### config.mk
export PLATFORM = sky130hd
export DESIGN_NAME = vps_top
export DESIGN_NICKNAME = d
export VERILOG_FILES = /design/src/logic/vps_pkg.sv /design/src/logic/vps_sync.sv /design/src/logic/vps_top.sv
export SDC_FILE = /design/constraint.sdc
export NUM_CORES = 1
export LEC_CHECK = 0
export BUFFER_PORTS_ARGS = -buffer_cell sky130_fd_sc_hd__buf_2
export CAP_MARGIN = 5
export CELL_PAD_IN_SITES_DETAIL_PLACEMENT = 0
export CELL_PAD_IN_SITES_GLOBAL_PLACEMENT = 1
export CORE_ASPECT_RATIO = 2
export CORE_MARGIN = 4
export CORE_UTILIZATION = 42
export CTS_CLUSTER_DIAMETER = 120
export DETAILED_ROUTE_END_ITERATION = 16
export GPL_TIMING_DRIVEN = 0
export PLACE_DENSITY_LB_ADDON = 0.08
export SLEW_MARGIN = 30
export SYNTH_ARGS = -nofsm -noshare
export SYNTH_HDL_FRONTEND = slang
export SYNTH_SLANG_ARGS = --single-unit
### constraint.sdc
create_clock -name clk -period 2.8 [get_ports clk]
set_clock_uncertainty 0.1 [all_clocks]
set_input_delay 0.42 -clock clk [delete_from_list [all_inputs] [get_ports clk]]
set_output_delay 0.42 -clock clk [all_outputs]
set_load 0.05 [all_outputs]
### src/logic/vps_pkg.sv
// Constants, register map and types for the video port channel sequencer.
// Assumes a 125 MHz system clock and an APB master with 32-bit data.
package vps_pkg;
  localparam int NCH = 4;
  localparam int NCAP = 2;
  localparam int CW = 8;
  localparam int AW = 8;
  localparam int DW = 32;

  localparam logic [AW-1:0] CTRL_OFS = 8'h00;
  localparam logic [AW-1:0] GLOBAL_OFS = 8'h10;
  localparam logic [AW-1:0] STATUS_OFS = 8'h14;

  // Fields of each channel_control_reg.
  localparam int B_RUN = 0;
  localparam int B_PIX = 1;
  localparam int B_MID = 2;
  localparam int B_RAW = 3;
  localparam int B_INTL = 4;
  localparam int B_TOP = 5;
  localparam int B_BOT = 6;
  localparam int B_FREE = 7;
  localparam logic [CW-1:0] CTRL_RST = 8'h00;

  // Global register: BT.656 shared-clock mode.
  localparam int G_BT656 = 0;
  localparam logic GLOBAL_RST = 1'b0;

  // Status register layout.
  localparam int ST_STORE = 0;
  localparam int ST_HELD = 4;
  localparam int ST_PWR = 8;

  // Positions in the synchroniser bundle.
  localparam int SY_CLK = 0;
  localparam int SY_L5 = 4;
  localparam int SY_L11 = 8;
  localparam int SY_EAV1 = 12;
  localparam int SY_EAV7 = 16;
  localparam int SY_RAWV = 20;
  localparam int SY_OVF = 24;
  localparam int SY_LEN = 28;
  localparam int SY_TRC = 32;
  localparam int SY_FETCH = 36;
  localparam int SY_SUSP = 40;
  localparam int SY_PDA = 41;
  localparam int SY_PDB = 42;
  localparam int NSYNC = 43;

  typedef enum logic [3:0]
  {
    ST_IDLE = 4'h1,
    ST_ARMED = 4'h2,
    ST_RUN = 4'h4,
    ST_HOLD = 4'h8
  } vps_state_type;

  function automatic logic is_capture(input int ch);
    return ch < NCAP;
  endfunction
endpackage

### src/logic/vps_sync.sv
// Two-stage synchroniser for a bundle of independent level signals.
// Assumes each bit is a level that stays stable for several clk periods.
`timescale 1ns/10ps
module vps_sync #(
  parameter int W = 1
) (
  input wire logic clk,
  input wire logic reset,
  input wire logic [W-1:0] d,
  output logic [W-1:0] q
);
  logic [W-1:0] meta_q;

  always_ff @(posedge clk)
  begin
    if (reset)
    begin
      meta_q <= '0;
      q <= '0;
    end
    else
    begin
      meta_q <= d;
      q <= meta_q;
    end
  end
endmodule

### src/logic/vps_top.sv
// Channel sequencing for a four-channel video port: two capture channels,
// two display channels, APB register slave and power/suspend interlocks.
// Assumes video timing events arrive as levels held for a pixel clock period,
// sampled at the rising pixel clock edge found by the system clock.
//
// Operation
// - first vsync: line L11 interlaced, L5 progressive
// - raw mid-frame start captures at once
// - capture stores from first vsync after activation
// - interrupt at that vsync, before any data
// - top and bottom interrupts enabled by config
// - display outputs right after fetch, no dummy frame
// - activation mid-frame skips to next frame
// - power change accepted only with all channels off
// - suspend input high means processor halted
// - capture finishes frame, then stalls while suspended
// - software stop only, no hardware stop
// - display finishes frame, withholds interrupts when suspended
// - suspended display repeats frame, ignores register changes
// - suspended writes apply at first vsync after release
// - run bit clear stops at once, writes immediate
// - display pixel output gated by control bit
// - late pixel enable reports underflow until vsync
// - BT.656: input clock drives output, one capture
// - YC interrupt at EAV L1, L7 for bottom
// - error interrupt on overflow, length, code errors
//
// Decided for this implementation: the address map and register access over APB.
`timescale 1ns/10ps
module vps_top (
  input wire logic clk,
  input wire logic reset,
  input wire logic psel,
  input wire logic penable,
  input wire logic pwrite,
  input wire logic [vps_pkg::AW-1:0] paddr,
  input wire logic [vps_pkg::DW-1:0] pwdata,
  output logic [vps_pkg::DW-1:0] prdata,
  output logic pready,
  output logic pslverr,
  input wire logic [vps_pkg::NCH-1:0] vid_clk,
  input wire logic [vps_pkg::NCH-1:0] line_l5_edge,
  input wire logic [vps_pkg::NCH-1:0] line_l11_edge,
  input wire logic [vps_pkg::NCH-1:0] eav_l1,
  input wire logic [vps_pkg::NCH-1:0] eav_l7,
  input wire logic [vps_pkg::NCH-1:0] raw_vstart,
  input wire logic [vps_pkg::NCH-1:0] buf_overflow,
  input wire logic [vps_pkg::NCH-1:0] line_len_err,
  input wire logic [vps_pkg::NCH-1:0] trc_bit_err,
  input wire logic [vps_pkg::NCH-1:0] fetch_valid,
  input wire logic emu_suspend,
  input wire logic pd_req_a,
  input wire logic pd_req_b,
  output logic [vps_pkg::NCH-1:0] vert_irq,
  output logic port_error_irq,
  output logic [vps_pkg::NCH-1:0] store_en,
  output logic [vps_pkg::NCH-1:0] pix_out_en,
  output logic [vps_pkg::NCH-1:0] frame_reread,
  output logic pwr_down
);
  import vps_pkg::*;

  logic [CW-1:0] cfg_q [NCH];
  logic bt656_q;
  logic pwr_down_q;
  logic [DW-1:0] prdata_q;
  logic [NSYNC-1:0] sync_in;
  logic [NSYNC-1:0] sy;
  logic [NCH-1:0] err_vec;
  logic [NCH-1:0] hold_vec;
  logic [NCH-1:0] store_vec;
  logic [NCH-1:0] run_vec;

  // All video, suspend and power-request pins pass the two-flop synchroniser before any use.
  assign sync_in = {pd_req_b, pd_req_a, emu_suspend, fetch_valid, trc_bit_err,
    line_len_err, buf_overflow, raw_vstart, eav_l7, eav_l1, line_l11_edge,
    line_l5_edge, vid_clk};

  vps_sync #(
    .W(NSYNC)
  ) u_sync (
    .clk(clk),
    .reset(reset),
    .d(sync_in),
    .q(sy)
  );

  wire [NCH-1:0] s_clk = sy[SY_CLK +: NCH];
  wire [NCH-1:0] s_l5 = sy[SY_L5 +: NCH];
  wire [NCH-1:0] s_l11 = sy[SY_L11 +: NCH];
  wire [NCH-1:0] s_eav1 = sy[SY_EAV1 +: NCH];
  wire [NCH-1:0] s_eav7 = sy[SY_EAV7 +: NCH];
  wire [NCH-1:0] s_rawv = sy[SY_RAWV +: NCH];
  wire [NCH-1:0] s_ovf = sy[SY_OVF +: NCH];
  wire [NCH-1:0] s_len = sy[SY_LEN +: NCH];
  wire [NCH-1:0] s_trc = sy[SY_TRC +: NCH];
  wire [NCH-1:0] s_fetch = sy[SY_FETCH +: NCH];
  wire s_susp = sy[SY_SUSP];
  wire s_pda = sy[SY_PDA];
  wire s_pdb = sy[SY_PDB];

  // APB decode. The slave never inserts wait states.
  wire apb_setup = psel & ~penable;
  wire apb_access = psel & penable;
  wire word_ok = (paddr[1:0] == 2'h0);
  wire hit_ctrl = word_ok & (paddr >= CTRL_OFS) & (paddr < GLOBAL_OFS);
  wire hit_glb = word_ok & (paddr == GLOBAL_OFS);
  wire hit_st = word_ok & (paddr == STATUS_OFS);
  wire mapped = hit_ctrl | hit_glb | hit_st;
  wire [1:0] ctrl_idx = paddr[3:2];
  wire wr_en = apb_access & pwrite & mapped;
  wire [DW-1:0] st_word = {{(DW-ST_PWR-1){1'b0}}, pwr_down_q,
    hold_vec, store_vec};
  wire [DW-1:0] rd_word = hit_ctrl ? {{(DW-CW){1'b0}}, cfg_q[ctrl_idx]} :
    hit_glb ? {{(DW-1){1'b0}}, bt656_q} :
    hit_st ? st_word : '0;

  assign pready = 1'b1;
  assign pslverr = apb_access & ~mapped;
  assign prdata = prdata_q;
  assign pwr_down = pwr_down_q;
  assign port_error_irq = |err_vec;

  always_ff @(posedge clk)
  begin
    if (reset)
    begin
      prdata_q <= '0;
    end
    else if (apb_setup)
    begin
      prdata_q <= rd_word;
    end
  end

  // Control writes land at the access edge and act at once; on a held channel only the run bit does.
  always_ff @(posedge clk)
  begin
    if (reset)
    begin
      for (int n = 0; n < NCH; n++)
      begin
        cfg_q[n] <= CTRL_RST;
      end
      bt656_q <= GLOBAL_RST;
    end
    else if (wr_en & hit_ctrl)
    begin
      cfg_q[ctrl_idx] <= pwdata[CW-1:0];
    end
    else if (wr_en & hit_glb)
    begin
      bt656_q <= pwdata[G_BT656];
    end
  end

  // The power domains may only move while no channel runs; a split
  // request from the two domains is held off as well.
  always_ff @(posedge clk)
  begin
    if (reset)
    begin
      pwr_down_q <= 1'b0;
    end
    else if ((run_vec == '0) & (s_pda == s_pdb))
    begin
      pwr_down_q <= s_pda;
    end
  end

  genvar i;
  for (i = 0; i < NCH; i++)
  begin : g_ch
    vps_state_type state_q;
    vps_state_type state_d;
    logic [CW-1:0] act_q;
    logic frozen_q;
    logic ck_prev_q;
    logic unset_q;
    logic irq_q;
    logic err_q;
    logic store_q;
    logic pix_q;
    logic reread_q;

    localparam logic CAP = is_capture(i);
    localparam logic SPARE_CAP = (i == NCAP - 1);

    // In BT.656 the capture clock also times the display side, and the
    // second capture channel carries no data.
    wire run = cfg_q[i][B_RUN] & ~(bt656_q & SPARE_CAP);
    wire ck = (bt656_q & ~CAP) ? s_clk[0] : s_clk[i];
    wire pedge = ck & ~ck_prev_q;
    // While held the shadow copy rules; otherwise a write acts at once.
    wire [CW-1:0] mode = frozen_q ? act_q : cfg_q[i];
    wire raw = CAP & mode[B_RAW];
    wire intl = mode[B_INTL];
    wire vs_line = intl ? s_l11[i] : s_l5[i];
    wire fs = pedge & (raw ? s_rawv[i] : vs_line);
    // Free-run channels never see suspend.
    wire hold_req = s_susp & ~mode[B_FREE];
    wire top_ev = pedge & (raw ? s_rawv[i] : s_eav1[i]) & mode[B_TOP];
    wire bot_ev = pedge & ~raw & intl & s_eav7[i] & mode[B_BOT];
    wire in_run = (state_q == ST_RUN);
    wire in_hold = (state_q == ST_HOLD);
    wire first_irq = (state_q == ST_ARMED) & fs & mode[B_TOP];
    wire pix_rise = ~frozen_q & in_run & cfg_q[i][B_PIX] & ~act_q[B_PIX];
    wire err_ev = pedge & run &
      (s_ovf[i] | (CAP & (s_len[i] | s_trc[i])) | (unset_q & ~CAP));
    wire susp_exit = in_hold & fs & ~hold_req;

    always_comb
    begin
      state_d = state_q;
      case (state_q)
        ST_IDLE:
        begin
          if (run & CAP & ~(raw & mode[B_MID]))
          begin
            state_d = ST_ARMED;
          end
          else if (run)
          begin
            state_d = ST_RUN;
          end
        end
        ST_ARMED:
        begin
          // A frame already past its vsync is skipped whole.
          if (!run)
          begin
            state_d = ST_IDLE;
          end
          else if (fs)
          begin
            state_d = ST_RUN;
          end
        end
        ST_RUN:
        begin
          // Suspend only takes hold at the frame boundary; there is no
          // hard stop mid-frame.
          if (!run)
          begin
            state_d = ST_IDLE;
          end
          else if (fs & hold_req)
          begin
            state_d = ST_HOLD;
          end
        end
        ST_HOLD:
        begin
          if (!run)
          begin
            state_d = ST_IDLE;
          end
          else if (susp_exit)
          begin
            state_d = ST_RUN;
          end
        end
        default:
        begin
          state_d = ST_IDLE;
        end
      endcase
    end

    always_ff @(posedge clk)
    begin
      if (reset)
      begin
        state_q <= ST_IDLE;
        ck_prev_q <= 1'b0;
      end
      else
      begin
        state_q <= run ? state_d : ST_IDLE;
        ck_prev_q <= ck;
      end
    end

    // Settings written while held stay shadowed until the first vsync
    // after release, so the repeated frame is never disturbed.
    always_ff @(posedge clk)
    begin
      if (reset)
      begin
        frozen_q <= 1'b0;
        act_q <= CTRL_RST;
      end
      else
      begin
        if (state_d == ST_HOLD)
        begin
          frozen_q <= 1'b1;
        end
        else if (susp_exit | ~run)
        begin
          frozen_q <= 1'b0;
        end
        if (!frozen_q)
        begin
          act_q <= cfg_q[i];
        end
      end
    end

    // Turning pixels on mid-frame leaves the FIFO short until the next
    // vsync; that window is reported as an underflow error.
    always_ff @(posedge clk)
    begin
      if (reset)
      begin
        unset_q <= 1'b0;
      end
      else if (pix_rise & run)
      begin
        unset_q <= 1'b1;
      end
      else if (fs | ~run)
      begin
        unset_q <= 1'b0;
      end
    end

    always_ff @(posedge clk)
    begin
      if (reset)
      begin
        irq_q <= 1'b0;
        err_q <= 1'b0;
        store_q <= 1'b0;
        pix_q <= 1'b0;
        reread_q <= 1'b0;
      end
      else
      begin
        irq_q <= run & (first_irq | (in_run & (top_ev | bot_ev)));
        err_q <= err_ev;
        store_q <= CAP & run & (state_d == ST_RUN);
        pix_q <= ~CAP & run & (in_run | in_hold) & s_fetch[i] & mode[B_PIX];
        reread_q <= ~CAP & run & in_hold;
      end
    end

    assign vert_irq[i] = irq_q;
    assign err_vec[i] = err_q;
    assign store_en[i] = store_q;
    assign store_vec[i] = store_q;
    assign pix_out_en[i] = pix_q;
    assign frame_reread[i] = reread_q;
    assign hold_vec[i] = in_hold;
    assign run_vec[i] = cfg_q[i][B_RUN];
  end
endmodule

==> flow_summary.yaml <==
run_status:
  status: "complete, no violations"
final_layout:
  syn_to_final_growth_pct: 18.99
  nets: 885
  multi_input_area_sq_um: 2798
  num_antenna_cells: 0
  num-fill-cells: 1541
  drive_gt1_share_pct: 21.60
  regArea_sq_um: 3824
  stdcell_area_sq_um: 8262
die:
  fp.dieH_um: 189.8
  io_pins: 140
  start_util_pct: 42.68
  die_width_um: 98.92
  core_sq_um: 16270
  rows: 66
  dieArea_sq_um: 18780
placed_design:
  gp_congestion: 0.8315
  dp_hpwl_um: 13640
  port-buffer-count: 75
  place_area_sq_um: 7679
timing:
  slew_viol_final: 0
  period_needed_ns: 2.523
  fmax_mhz: 396.3
  rsz0062_at_grt: "false"
  setup_viol: 0
  tightestPinTransition_ns: 0.7469
  finalHoldViolations: 0
  slew_headroom_pct: 49.82
  fin_crit_sh_pct: 90.11
  whs_ns: 0.09727
logic_synthesis:
  synth.largest_area_cell: "dfxtp_1"
  yosys.cell_types.count: 58
  async_flop_share_pct: 0
  yosys_warnings: 0
  synth_top_area_share_pct: 41.23
  synth_seq_area_share_pct: 55.07
  synth_area_sq_um: 6943
  synth-seq-cells: 175
  synth_common_cells: "dfxtp_1, nor2b_1, nor2_1, buf_4, nand2_1"
  synth_edf_count: 32
  syn_avg_cell_area_sq_um: 10.29
  synthCells: 675
  synth-main-ff-cell: "dfxtp_1"
  synth_area_leaders: "dfxtp_1, edfxtp_1, nor2b_1, buf_4, mux2i_1"
  synth.most_common_cell: "dfxtp_1"
worst_setup_path:
  path_class: "input pin to flop"
  crit_path_end_kind: "flop"
  crit_path_start_kind: "input pin"
  worstPathArrival_ns: 2.50
  cp.required_ns: 2.78
  cp_max_fo: 10
global_routing:
  globalRouteOverflowTotal: 0
  grt_pass1_wl_um: 27100
  grt_pass1_vias: 5138
  grtUsageTotal_pct: 19.07
  antenna_found_initial: 0
  grt_max_degree: 18
min_path:
  hp-class: "input pin to flop"
drt:
  drc_errors: 0
  routed_wirelength_um: 17290
  drt_iter0_markers: 229
  firstDrtPassIters: 5
  routedWlPerCell_um: 17.05
  via_per_inst: 4.954
  vias: 5023
  ant_nets: 0
clock_network:
  clkSlewWorstSetupHoldPaths_ns: 0.07
  clock-sinks: 175
  ctsLongestPathBuffers: 2
  clk_latency_ns: 0.42
  tritoncts: "done"
  postCtsSetupBuffers: 0
  cts_buffers: 17
  cts.htree.levels: 4
  cts_resized: 0
  cts_root_buf: "clkbuf_16"
  cts_hold_buf: 0
power:
  ir_drop_mv: 0.4071
  pwr_density_cell_nw_per_um2: 659.3
  p_leak_nw: 3.404
job:
  maxCapViolCount: 0
layer usage:
| layer | share of wire, % | track usage, % | vias to the layer above |
|---|---|---|---|
| met5 | 0 | 0 | - |
| met4 | 5.0 | 12.52 | 0 |
| met3 | 4.8 | 3.817 | 28 |
| met2 | 54 | 34.04 | 152 |
| met1 | 36 | 19.81 | 2328 |
| li1 | - | - | 2515 |
kinds of logic (layout without fill, tap and decap cells):
kind of cell              count (synthesis)  after routing  share of synthesized area (%)
DFF                                     175            175                          55.07
xor gates and xnor gates                  1              1                         0.1262
muxes                                    35             35                          6.542
other                                     2             30                         0.1082
AOI/OAI and AO/OA                        89             89                          8.164
and+or+nand+nor                         301            301                          23.84
buffers and inverters                    72            179                          6.145
worst max-delay path, cell delays in order:
cell	delay (ns)
buf_2	0.12
clkbuf_1	0.48
clkbuf_1	0.54
clkbuf_1	0.53
a21o_1	0.40
stage by stage:
stage	std cells	utilization [%]	setup TNS, ns	setup WS (ns)	power (W)
2_1_floorplan	703	-	0	0.3572	0.003074
3_3_place_gp	982	47.20	-4.097	-0.1495	0.003206
3_5_place_dp	982	47.20	-4.921	-0.1967	0.003216
4_1_cts	1014	50.78	0	0.2579	0.005503
5_1_grt	1014	50.78	0	0.1564	0.005647
6_report	1014	50.78	0	0.2769	0.005447
worst paths after layout:
| path | from | slack, ns | depth (start not counted) | to |
|---|---|---|---|---|
| min reg2reg | u_sync.meta_q[38] | 0.33 | 1 | u_sync.q[38] |
| min | line_l5_edge[1] | 0.1 | 2 | u_sync.meta_q[5] |
| max reg2reg | g_ch[2].frozen_q | 0.67 | 7 | g_ch[2].frozen_q |
| max | reset | 0.28 | 5 | cfg_q[0][3] |
report_power, final:
group	switching [W]	internal, W
sequential	0.0000594	0.00266
clock	0.00104	0.00125
combinational	0.000275	0.000162
total	0.00137	0.00408
registers in the layout, summed over array words and instances, names as in the netlist:
| name | flops |
|---|---|
| bt656_q | 1 |
| g_ch.state_q | 16 |
| g_ch.store_q | 2 |
| u_sync.meta_q | 35 |
| g_ch.err_q | 4 |
| u_sync.q | 35 |
| g_ch.reread_q | 2 |
| g_ch.ck_prev_q | 4 |
| pwr_down | 1 |
| g_ch.pix_q | 2 |
| cfg_q | 32 |
| g_ch.unset_q | 2 |
| g_ch.act_q | 22 |
| g_ch.irq_q | 4 |
| g_ch.frozen_q | 4 |
| prdata | 9 |
final cells by class:
class | instances | share of cell area [%]
tap | 204 | 3.090
clock buffer | 17 | 5.149
sequential | 175 | 46.28
inverter | 4 | 0.1817
clock inverter | 15 | 1.908
timing repair buffer | 75 | 4.543
multi-input combinational | 456 | 33.86
buffer | 68 | 4.983
cell usage in the layout, fill, tap and decap left out, types with 3 or more instances in the layout:
master	instances
clkbuf_1	21
mux2_2	3
and3_1	19
nand2_1	34
buf_2	78
a21o_1	5
nand3_1	16
or3_1	3
nor2b_1	86
nand2b_1	22
and2_1	17
clkinvlp_4	3
or2_2	4
edfxtp_1	32
buf_4	40
a21oi_1	27
o21ai_0	18
inv_6	3
mux4_2	8
a32oi_1	3
nand4_1	4
inv_1	4
conb_1	30
clkbuf_16	17
a31oi_1	8
o21a_1	3
mux2i_1	24
a22oi_1	6
dfxtp_1	143
nor3_1	11
nor2_1	64
clkinv_4	4
nor4_1	4
nor4b_1	5
Note: power is estimated with default switching activity, not from simulation.
